[src/hdl/cmh_pkg.sv]
// Package with constants and types for the logic array macrocell host access.
package cmh_pkg;

	// ***************************************************************
	// Sizes
	// ***************************************************************
	localparam int CELLS = 16;
	localparam int GROUP = 8;
	localparam int INPUTS = 24;
	localparam int NIBBLES = 6;

	// ***************************************************************
	// Register offsets in the configuration register space
	// ***************************************************************
	localparam logic [7:0] OFS_IN_A = 8'h00;
	localparam logic [7:0] OFS_IN_B = 8'h01;
	localparam logic [7:0] OFS_IN_C = 8'h02;
	localparam logic [7:0] OFS_DOUT_A = 8'h04;
	localparam logic [7:0] OFS_DOUT_B = 8'h05;
	localparam logic [7:0] OFS_DOUT_C = 8'h06;
	localparam logic [7:0] OFS_DIR_A = 8'h08;
	localparam logic [7:0] OFS_DIR_B = 8'h09;
	localparam logic [7:0] OFS_DIR_C = 8'h0a;
	localparam logic [7:0] OFS_OUT_AB = 8'h20;
	localparam logic [7:0] OFS_OUT_BC = 8'h21;
	localparam logic [7:0] OFS_MASK_AB = 8'h22;
	localparam logic [7:0] OFS_MASK_BC = 8'h23;
	localparam logic [7:0] OFS_UNMAPPED_RD = 8'h00;

	// ***************************************************************
	// Reset values
	// ***************************************************************
	localparam logic [7:0] MASK_RST = 8'h00;
	localparam logic [7:0] DIR_RST = 8'h00;
	localparam logic [7:0] DOUT_RST = 8'h00;
	localparam logic [15:0] CELL_RST = 16'h0000;

	// ***************************************************************
	// Product term budgets
	// ***************************************************************
	localparam logic [3:0] NATIVE_AB = 4'h3;
	localparam logic [3:0] NATIVE_BC = 4'h4;
	localparam logic [3:0] BORROW_AB = 4'h6;
	localparam logic [3:0] BORROW_BC_LO = 4'h5;
	localparam logic [3:0] BORROW_BC_HI = 4'h6;

	// ***************************************************************
	// Types
	// ***************************************************************
	typedef enum logic [1:0] {
		IN_PASS = 2'b00,
		IN_LATCH = 2'b01,
		IN_REG = 2'b11
	} cmh_in_mode_t;

	typedef struct packed {
		logic ale;
		logic wr;
		logic rd;
		logic sel;
		logic ext_clk;
		logic control_input_2;
	} cmh_host_t;

	typedef struct packed {
		logic [7:0] c;
		logic [7:0] b;
		logic [7:0] a;
	} cmh_ports_t;

endpackage : cmh_pkg

[src/hdl/cmh_macrocell_host.sv]
// Output and input macrocells of the logic array with host load and readback.
// What this block does
// - First group owns three, borrows six terms
// - Used terms unavailable; borrow only from next two cells
// - Excess terms consume cells and add delay
// - All sixteen cell flops loadable from host
// - Host load beats preset, clear and clock
// - Host reads back cell flop states
// - Edge or level loading by configuration
// - One mask per group, resets to zero
// - Mask bit one blocks that cell's load
// - Pin enable is term OR direction bit
// - Array output without enable term drives always
// - Internal node frees pin, still feeds back
// - Twenty-four input cells: latch, register, pass
// - Input clock from term or address strobe
// - One term clocks each nibble of inputs
// - Input cells feed array and host reads
// - Strobe-clocked input cells capture port pins
// - Mailbox through data out and input cells
// - Address latched on strobe, optionally shown
// - Shared port driven only on selected read
// - Extra address bits accepted on ports
// - Unused third control feeds the array
// - External clock rising edge; set, clear high
// - Cell n pairs with data bit n mod 8
`timescale 1ns/1ns
`default_nettype none
module cmh_macrocell_host (
	input wire logic ref_clk_i,
	input wire logic rst_n_i,
	input wire logic [7:0] shared_addr_data_port_i,
	output logic [7:0] shared_addr_data_port_o,
	output logic shared_addr_data_port_oe_o,
	input wire logic [7:0] addr_hi_i,
	input wire logic address_latch_strobe_i,
	input wire logic control_input_0_n_i,
	input wire logic control_input_1_n_i,
	input wire logic control_input_2_i,
	input wire logic config_space_sel_i,
	input wire logic external_clock_input_i,
	input wire cmh_pkg::cmh_ports_t port_i,
	output cmh_pkg::cmh_ports_t port_o,
	output cmh_pkg::cmh_ports_t port_oe_o,
	input wire logic [15:0] pt_d_i,
	input wire logic [15:0] pt_clk_i,
	input wire logic [15:0] pt_pre_i,
	input wire logic [15:0] pt_clr_i,
	input wire logic [23:0] pt_oe_i,
	input wire logic [5:0] pt_in_clk_i,
	input wire logic cfg_level_load_i,
	input wire logic [15:0] cfg_ext_clk_i,
	input wire logic [15:0] cfg_cell_is_pin_i,
	input wire logic [15:0] cfg_oe_eq_i,
	input wire cmh_pkg::cmh_in_mode_t [23:0] cfg_in_mode_i,
	input wire logic [5:0] cfg_in_ale_sel_i,
	input wire logic cfg_addr_out_i,
	input wire logic cfg_control_input_2_free_i,
	input wire logic [15:0][3:0] cfg_pterm_req_i,
	output logic [15:0] cell_fb_o,
	output logic [23:0] imc_o,
	output logic [15:0] array_addr_o,
	output logic array_control_input_2_o,
	output logic [15:0] expanded_o,
	output logic [15:0] consumed_o
);
	import cmh_pkg::*;

	// ***************************************************************
	// Helper functions
	// ***************************************************************
	function automatic logic [3:0] native_terms(input int c);
		native_terms = (c < GROUP) ? NATIVE_AB : NATIVE_BC;
	endfunction : native_terms

	function automatic logic [3:0] max_borrow(input int c);
		if (c < GROUP)
			max_borrow = BORROW_AB;
		else if (c < GROUP + 4)
			max_borrow = BORROW_BC_LO;
		else
			max_borrow = BORROW_BC_HI;
	endfunction : max_borrow

	function automatic logic [3:0] min4(input logic [3:0] x,
		input logic [3:0] y);
		min4 = (x < y) ? x : y;
	endfunction : min4

	// ***************************************************************
	// Pin synchronisers
	// ***************************************************************
	cmh_host_t host_s1;
	cmh_host_t host_s2;
	cmh_host_t host_d;
	logic [7:0] shared_addr_data_port_s1;
	logic [7:0] shared_addr_data_port_s2;
	logic [7:0] hi_s1;
	logic [7:0] hi_s2;
	cmh_ports_t port_s1;
	cmh_ports_t port_s2;

	always_ff @(posedge ref_clk_i or negedge rst_n_i) begin
		if (!rst_n_i) begin
			host_s1 <= '0;
			host_s2 <= '0;
			host_d <= '0;
			shared_addr_data_port_s1 <= 8'h00;
			shared_addr_data_port_s2 <= 8'h00;
			hi_s1 <= 8'h00;
			hi_s2 <= 8'h00;
			port_s1 <= '0;
			port_s2 <= '0;
		end else begin
			host_s1 <= '{ale: address_latch_strobe_i,
				wr: !control_input_0_n_i, rd: !control_input_1_n_i,
				sel: config_space_sel_i, ext_clk: external_clock_input_i,
				control_input_2: control_input_2_i};
			host_s2 <= host_s1;
			host_d <= host_s2;
			shared_addr_data_port_s1 <= shared_addr_data_port_i;
			shared_addr_data_port_s2 <= shared_addr_data_port_s1;
			hi_s1 <= addr_hi_i;
			hi_s2 <= hi_s1;
			port_s1 <= port_i;
			port_s2 <= port_s1;
		end
	end

	logic wr_release;
	logic ext_rise;
	logic ale_rise;
	assign wr_release = host_d.wr && !host_s2.wr;
	assign ext_rise = host_s2.ext_clk && !host_d.ext_clk;
	assign ale_rise = host_s2.ale && !host_d.ale;

	// ***************************************************************
	// Address latch and write data capture
	// ***************************************************************
	// The low address byte shares the port with data, so it is held
	// from the strobe until the next one.
	logic [15:0] addr;
	logic [7:0] wdata;
	logic [7:0] next_wdata;

	always_ff @(posedge ref_clk_i or negedge rst_n_i) begin
		if (!rst_n_i)
			addr <= 16'h0000;
		else if (host_s2.ale)
			addr <= {hi_s2, shared_addr_data_port_s2};
	end

	// Data is sampled while the strobe is held, so the value used at the
	// release edge is one that was stable during the strobe.
	assign next_wdata = host_s2.wr ? shared_addr_data_port_s2 : wdata;

	always_ff @(posedge ref_clk_i or negedge rst_n_i) begin
		if (!rst_n_i)
			wdata <= 8'h00;
		else
			wdata <= next_wdata;
	end

	logic reg_wr;
	logic cell_load;
	assign reg_wr = wr_release && host_d.sel;
	assign cell_load = host_d.sel && (cfg_level_load_i ?
		host_s2.wr : wr_release);

	// ***************************************************************
	// Host registers
	// ***************************************************************
	logic [7:0] mask_ab;
	logic [7:0] mask_bc;
	cmh_ports_t dout;
	cmh_ports_t dir;

	always_ff @(posedge ref_clk_i or negedge rst_n_i) begin
		if (!rst_n_i) begin
			mask_ab <= MASK_RST;
			mask_bc <= MASK_RST;
		end else if (reg_wr && addr[7:0] == OFS_MASK_AB)
			mask_ab <= wdata;
		else if (reg_wr && addr[7:0] == OFS_MASK_BC)
			mask_bc <= wdata;
	end

	always_ff @(posedge ref_clk_i or negedge rst_n_i) begin
		if (!rst_n_i) begin
			dout <= '{a: DOUT_RST, b: DOUT_RST, c: DOUT_RST};
			dir <= '{a: DIR_RST, b: DIR_RST, c: DIR_RST};
		end else if (reg_wr) begin
			case (addr[7:0])
				OFS_DOUT_A: dout.a <= wdata;
				OFS_DOUT_B: dout.b <= wdata;
				OFS_DOUT_C: dout.c <= wdata;
				OFS_DIR_A: dir.a <= wdata;
				OFS_DIR_B: dir.b <= wdata;
				OFS_DIR_C: dir.c <= wdata;
				default: dir <= dir;
			endcase
		end
	end

	// ***************************************************************
	// Output cell flip-flops
	// ***************************************************************
	logic [15:0] cell_q;
	logic [15:0] pt_clk_d;
	logic [15:0] load_sel;
	logic [15:0] next_cell_q;

	always_comb begin
		load_sel = 16'h0000;
		if (cell_load && addr[7:0] == OFS_OUT_AB)
			load_sel[7:0] = ~mask_ab;
		if (cell_load && addr[7:0] == OFS_OUT_BC)
			load_sel[15:8] = ~mask_bc;
	end

	always_comb begin
		for (int c = 0; c < CELLS; c++) begin
			if (load_sel[c])
				next_cell_q[c] = wdata[c % GROUP];
			else if (pt_clr_i[c])
				next_cell_q[c] = 1'b0;
			else if (pt_pre_i[c])
				next_cell_q[c] = 1'b1;
			else if (cfg_ext_clk_i[c] ? ext_rise :
				(pt_clk_i[c] && !pt_clk_d[c]))
				next_cell_q[c] = pt_d_i[c];
			else
				next_cell_q[c] = cell_q[c];
		end
	end

	always_ff @(posedge ref_clk_i or negedge rst_n_i) begin
		if (!rst_n_i) begin
			cell_q <= CELL_RST;
			pt_clk_d <= 16'h0000;
		end else begin
			cell_q <= next_cell_q;
			pt_clk_d <= pt_clk_i;
		end
	end

	// ***************************************************************
	// Product term allocation
	// ***************************************************************
	// Each cell may borrow only from its next two cells in its own group,
	// wrapping; one neighbour alone cannot supply the full borrow budget.
	// A term once granted is removed from that neighbour's spare.
	logic [15:0][3:0] spare;
	logic [15:0] next_expanded;
	logic [15:0] next_consumed;

	always_comb begin
		logic [3:0] need;
		logic [3:0] take;
		logic [3:0] left;
		logic [3:0] got;
		int nb;
		need = 4'h0;
		take = 4'h0;
		left = 4'h0;
		got = 4'h0;
		nb = 0;
		next_expanded = 16'h0000;
		next_consumed = 16'h0000;
		for (int c = 0; c < CELLS; c++)
			spare[c] = (cfg_pterm_req_i[c] < native_terms(c)) ?
				4'(native_terms(c) - cfg_pterm_req_i[c]) : 4'h0;
		for (int c = 0; c < CELLS; c++) begin
			need = (cfg_pterm_req_i[c] > native_terms(c)) ?
				4'(cfg_pterm_req_i[c] - native_terms(c)) : 4'h0;
			left = min4(need, max_borrow(c));
			got = 4'h0;
			for (int k = 1; k <= 2; k++) begin
				nb = c - (c % GROUP) + ((c % GROUP + k) % GROUP);
				take = min4(left, spare[nb]);
				spare[nb] = 4'(spare[nb] - take);
				left = 4'(left - take);
				got = 4'(got + take);
			end
			nb = c - (c % GROUP) + ((c % GROUP + 1) % GROUP);
			if (need > got) begin
				next_expanded[c] = 1'b1;
				next_consumed[nb] = 1'b1;
			end
		end
	end

	always_ff @(posedge ref_clk_i or negedge rst_n_i) begin
		if (!rst_n_i) begin
			expanded_o <= 16'h0000;
			consumed_o <= 16'h0000;
		end else begin
			expanded_o <= next_expanded;
			consumed_o <= next_consumed;
		end
	end

	// An expanded equation passes one extra stage, as its extra terms are
	// formed in another cell first.
	logic [15:0] cell_late;
	logic [15:0] cell_out;

	always_ff @(posedge ref_clk_i or negedge rst_n_i) begin
		if (!rst_n_i)
			cell_late <= CELL_RST;
		else
			cell_late <= cell_q;
	end

	assign cell_out = (expanded_o & cell_late) | (~expanded_o & cell_q);

	always_ff @(posedge ref_clk_i or negedge rst_n_i) begin
		if (!rst_n_i)
			cell_fb_o <= CELL_RST;
		else
			cell_fb_o <= cell_out;
	end

	// ***************************************************************
	// Input cells
	// ***************************************************************
	logic [23:0] in_pins;
	logic [5:0] in_en;
	logic [5:0] in_en_d;
	logic [23:0] in_hold;
	logic [23:0] next_imc;

	assign in_pins = {port_s2.c, port_s2.b, port_s2.a};

	always_comb begin
		for (int n = 0; n < NIBBLES; n++)
			in_en[n] = cfg_in_ale_sel_i[n] ? host_s2.ale :
				pt_in_clk_i[n];
	end

	always_comb begin
		for (int i = 0; i < INPUTS; i++) begin
			case (cfg_in_mode_i[i])
				IN_PASS: next_imc[i] = in_pins[i];
				IN_LATCH: next_imc[i] = in_en[i / 4] ? in_pins[i] :
					in_hold[i];
				IN_REG: next_imc[i] = (in_en[i / 4] && !in_en_d[i / 4]) ?
					in_pins[i] : in_hold[i];
				default: next_imc[i] = in_pins[i];
			endcase
		end
	end

	always_ff @(posedge ref_clk_i or negedge rst_n_i) begin
		if (!rst_n_i) begin
			in_hold <= 24'h000000;
			in_en_d <= 6'h00;
			imc_o <= 24'h000000;
		end else begin
			in_hold <= next_imc;
			in_en_d <= in_en;
			imc_o <= next_imc;
		end
	end

	// ***************************************************************
	// Array inputs from the host bus
	// ***************************************************************
	always_ff @(posedge ref_clk_i or negedge rst_n_i) begin
		if (!rst_n_i) begin
			array_addr_o <= 16'h0000;
			array_control_input_2_o <= 1'b0;
		end else begin
			array_addr_o <= addr;
			array_control_input_2_o <= cfg_control_input_2_free_i & host_s2.control_input_2;
		end
	end

	// ***************************************************************
	// Port pin drivers
	// ***************************************************************
	// First group drives port A, second group port C; port B carries
	// its data out register or the latched address.
	logic [15:0] drive_cell;
	cmh_ports_t next_port;
	cmh_ports_t next_oe;

	assign drive_cell = cfg_cell_is_pin_i;

	always_comb begin
		next_port.a = (drive_cell[7:0] & cell_out[7:0]) |
			(~drive_cell[7:0] & dout.a);
		next_port.c = (drive_cell[15:8] & cell_out[15:8]) |
			(~drive_cell[15:8] & dout.c);
		next_port.b = cfg_addr_out_i ? addr[7:0] : dout.b;
		next_oe = pt_oe_i | dir;
		next_oe.a = next_oe.a | (drive_cell[7:0] & ~cfg_oe_eq_i[7:0]);
		next_oe.c = next_oe.c | (drive_cell[15:8] & ~cfg_oe_eq_i[15:8]);
	end

	always_ff @(posedge ref_clk_i or negedge rst_n_i) begin
		if (!rst_n_i) begin
			port_o <= '0;
			port_oe_o <= '0;
		end else begin
			port_o <= next_port;
			port_oe_o <= next_oe;
		end
	end

	// ***************************************************************
	// Host readback on the shared port
	// ***************************************************************
	logic [7:0] next_rdata;

	always_comb begin
		case (addr[7:0])
			OFS_IN_A: next_rdata = imc_o[7:0];
			OFS_IN_B: next_rdata = imc_o[15:8];
			OFS_IN_C: next_rdata = imc_o[23:16];
			OFS_DOUT_A: next_rdata = dout.a;
			OFS_DOUT_B: next_rdata = dout.b;
			OFS_DOUT_C: next_rdata = dout.c;
			OFS_DIR_A: next_rdata = dir.a;
			OFS_DIR_B: next_rdata = dir.b;
			OFS_DIR_C: next_rdata = dir.c;
			OFS_OUT_AB: next_rdata = cell_q[7:0];
			OFS_OUT_BC: next_rdata = cell_q[15:8];
			OFS_MASK_AB: next_rdata = mask_ab;
			OFS_MASK_BC: next_rdata = mask_bc;
			default: next_rdata = OFS_UNMAPPED_RD;
		endcase
	end

	always_ff @(posedge ref_clk_i or negedge rst_n_i) begin
		if (!rst_n_i) begin
			shared_addr_data_port_o <= 8'h00;
			shared_addr_data_port_oe_o <= 1'b0;
		end else begin
			shared_addr_data_port_o <= next_rdata;
			shared_addr_data_port_oe_o <= host_s2.sel && host_s2.rd;
		end
	end

endmodule : cmh_macrocell_host
`default_nettype wire

[config.mk]
export PLATFORM = sky130hd
export DESIGN_NAME = cmh_macrocell_host
export DESIGN_NICKNAME = d
export VERILOG_FILES = /design/src/hdl/cmh_pkg.sv /design/src/hdl/cmh_macrocell_host.sv
export SDC_FILE = /design/constraint.sdc
export NUM_CORES = 1
export LEC_CHECK = 0
export ABC_AREA = 1
export CAP_MARGIN = 20
export CELL_PAD_IN_SITES_DETAIL_PLACEMENT = 1
export CELL_PAD_IN_SITES_GLOBAL_PLACEMENT = 2
export CORE_ASPECT_RATIO = 0.6
export CORE_MARGIN = 5
export CORE_UTILIZATION = 38
export CTS_BUF_LIST = sky130_fd_sc_hd__clkbuf_16
export DETAILED_ROUTE_END_ITERATION = 10
export DONT_BUFFER_PORTS = 1
export PLACE_DENSITY = 0.84
export RECOVER_POWER = 100
export SLEW_MARGIN = 10
export SYNTH_ARGS = -nofsm -noshare
export SYNTH_HDL_FRONTEND = slang
export SYNTH_SLANG_ARGS = --single-unit
[constraint.sdc]
create_clock -name ref_clk_i -period 2.3 [get_ports ref_clk_i]
set_clock_uncertainty 0.2 [all_clocks]
set_input_delay 0.46 -clock ref_clk_i [delete_from_list [all_inputs] [get_ports ref_clk_i]]
set_output_delay 0.46 -clock ref_clk_i [all_outputs]
set_load 0.1 [all_outputs]
==> results.cfg <==
[clock_network]
cts_root_buf = clkbuf_16
clk_pin_slew_ps = 80
cts_tree = yes
clk_latency_ps = 570
cts_max_level = 2
cts_sinks = 367
clk_path_buf_depth = 3
numCtsBuffers = 36
holdBufCountCts = 207

[die]
die_x_um = 346.2
io_pins = 457
core_sq_um = 67590
core.rowCount = 74
initial_utilization_pct = 38.13
die_h_um = 211.7
dieArea_sq_um = 73300

[critical_path]
critPathSlowestCell = fa_2
path_class = in -> reg
start_kind = primary input
endpoint_kind = flop
rr_endpoint = cell_q[8]$_DFFE_PN0P_
crit_arrival_ps = 29200
r2r_setup_slack_ps = -120
worstRegToRegCells = 10
crit_required_ps = 2580
r2r-start = addr[1]$_DFFE_PN0P_
max_stage_delay_ps = 530
crit_path_max_fanout = 6
crit_top_cell = inv_1

[run_status]
violations = hold timing, setup timing
outcome = finished, violations left

[timing]
max_freq_mhz = 34.58
finalHoldViolations = 367
setup_slack_ps = -26620
worst_slew_pin_slew_ps = 1374
final_max_slew_viol_count = 0
holdWs_ps = -607.6
fin_setup_tns_ps = -234900
period_minus_slack_ps = 28920
finalCritPeriodShare_pct = 1257
max_slew_margin_pct = 8.381
setup_viol = 32
rsz0062_at_grt = yes

[detailed_routing]
num_vias = 27110
drtIter0Drc = 1541
final_antenna_net_count = 0
vias_per_cell = 5.282
drc = 0
wire_per_inst_um = 24.10
firstDrtPassIters = 7
drt-total-wl_um = 123700

[placed_design]
dp_hpwl_um = 82650
port_buffers = 0
gp_congestion = 0.9335
dpl_worst_slack_ps = -26410

[job]
maxCapViolations = 0

[global_route]
grt_max_degree = 368
grt_usage_pct = 29.91
antenna_found_initial = 6
grt_first_pass_wirelength_um = 171400
grt.overflow.total = 0
grt_pass1_vias = 29560

[yosys]
synth-async-reset-ratio_pct = 100.0
synth_seq_cells = 367
yosysUniqueCellTypes = 55
synth_area_per_cell_sq_um = 8.400
syn_area_sq_um = 25770
ys_seq_area_share_pct = 35.63
yosysWarnings = 0
synth_edf_count = 0
synth_flop_cell = dfrtp_1
syn_inst = 3068

[layout]
layout-drive-gt1-share_pct = 37.93
syn2layout_area_growth_pct = 56.24
fin_nets = 4932
final_common_cell = buf_4
final_core_util_pct = 59.58
final_cell_mix = buf_4 (826), nand2_1 (460), inv_1 (436), dfrtp_1 (352), ha_1 (255)

[worst_hold_path]
hold_path_class = in -> async
==> critical path: cells and delay by family <==
kind | cells | cell delay [ps]
xor+xnor | 11 | 2350
simple gates | 37 | 3910
fa+ha+maj | 40 | 11670
buf+inv | 31 | 2510
compound gates | 52 | 8190
==> sequential cells by signal, indices dropped and copies added (netlist names), 15 cells and up <==
name and flops:
in_pins 24, array_addr_o 16, addr 16, dir 24
port_o 24, in_hold 24, port_oe_o 24, dout 24
cell_fb_o 16, port_s1 24, cell_q 16, cell_late 16
consumed_o 15, pt_clk_d 16
==> what timing repair did <==
| action | in CTS | in global routing |
|---|---|---|
| gates cloned | 0 | 0 |
| resized for setup | 137 | 415 |
| pin swaps | 125 | 347 |
| hold endpoints to repair | 521 | 367 |
| buffers inserted | 67 | 101 |
| setup endpoints to repair | 16 | 62 |
==> through the flow <==
step                      hold slack (ps)  std cells  instance area [sq um]
after floorplan                    -35.59       3124                  26970
after detailed placement           -29.14       4702                  33360
final                              -607.6       5132                  40270
after global placement             -27.50       4702                  33360
after global routing               -619.1       5132                  40270
after CTS                          -642.9       5039                  37780
==> routing by layer <==
| metal | up-vias | track usage (%) | share of wire (%) |
|---|---|---|---|
| met3 | 356 | 7.513 | 7.0 |
| met2 | 994 | 52.96 | 49 |
| met1 | 13620 | 36.18 | 39 |
| met4 | 2 | 9.123 | 4.3 |
| met5 | - | 0 | 0.0097 |
| li1 | 12130 | - | - |
==> cells by family after synthesis <==
logic type / Yosys count / share of synthesized area, %
and+or+nand+nor: 979 / 16.13
buffers and inverters: 587 / 8.855
AOI/OAI and AO/OA: 577 / 12.68
adders and majority gates: 430 / 22.22
DFF: 367 / 35.63
xor gates and xnor gates: 108 / 3.670
muxes: 18 / 0.7865
other: 2 / 0.02914
==> layout make-up <==
class                           count  area [sq um]
Antenna cell                        2         5.005
Clock buffer                       36         900.9
Clock inverter                     29         279.0
Fill cell                        7694         27320
Inverter                          541          2111
Multi-Input combinational cell   2170         17900
Sequential cell                   367          9203
Tap cell                          912          1141
Timing Repair Buffer             1075          8728
==> Yosys cell counts (6+ instances only) <==
cell | count | share of area, %
o21a_1 | 9 | 0.26
mux2_2 | 18 | 0.79
buf_2 | 6 | 0.12
xnor2_1 | 58 | 2.0
ha_1 | 384 | 19
o211ai_1 | 23 | 0.67
o21bai_1 | 7 | 0.20
clkbuf_1 | 20 | 0.29
o22ai_1 | 15 | 0.36
nand4_1 | 6 | 0.15
a221oi_1 | 10 | 0.34
nor2_2 | 15 | 0.36
a21boi_0 | 6 | 0.17
inv_2 | 20 | 0.29
dfrtp_1 | 367 | 36
a31oi_1 | 24 | 0.58
nand3_1 | 89 | 1.7
nor3b_1 | 15 | 0.44
a32oi_1 | 9 | 0.31
o21ai_1 | 143 | 2.8
or2_1 | 8 | 0.19
a211o_1 | 7 | 0.24
nand2_1 | 551 | 8.0
a21oi_1 | 149 | 2.9
nand2_2 | 11 | 0.27
nor2_1 | 226 | 3.3
a22oi_1 | 7 | 0.20
or2_2 | 22 | 0.53
nor4_1 | 13 | 0.32
xor2_1 | 50 | 1.7
o21ai_0 | 143 | 2.8
buf_4 | 17 | 0.50
inv_1 | 521 | 7.6
fa_1 | 46 | 3.6
nor3_1 | 9 | 0.17
==> worst max-delay path by stage <==
stage                                   start                       to  slack [ps]  cells past startpoint
after global placement     cfg_pterm_req_i[7]  consumed_o[0]$_DFF_PN0_      -25530                    156
after global routing      cfg_pterm_req_i[32]  consumed_o[8]$_DFF_PN0_      -27680                    176
after CTS                 cfg_pterm_req_i[32]  consumed_o[8]$_DFF_PN0_      -25110                    168
final                     cfg_pterm_req_i[32]  consumed_o[8]$_DFF_PN0_      -26620                    171
after floorplan            cfg_pterm_req_i[2]  consumed_o[0]$_DFF_PN0_      -23560                    163
after detailed placement   cfg_pterm_req_i[4]  consumed_o[0]$_DFF_PN0_      -26410                    163
Power is left out: the tool's default activity adds up to more than one toggle a clock period on the data nets, which glitch-free logic cannot reach.
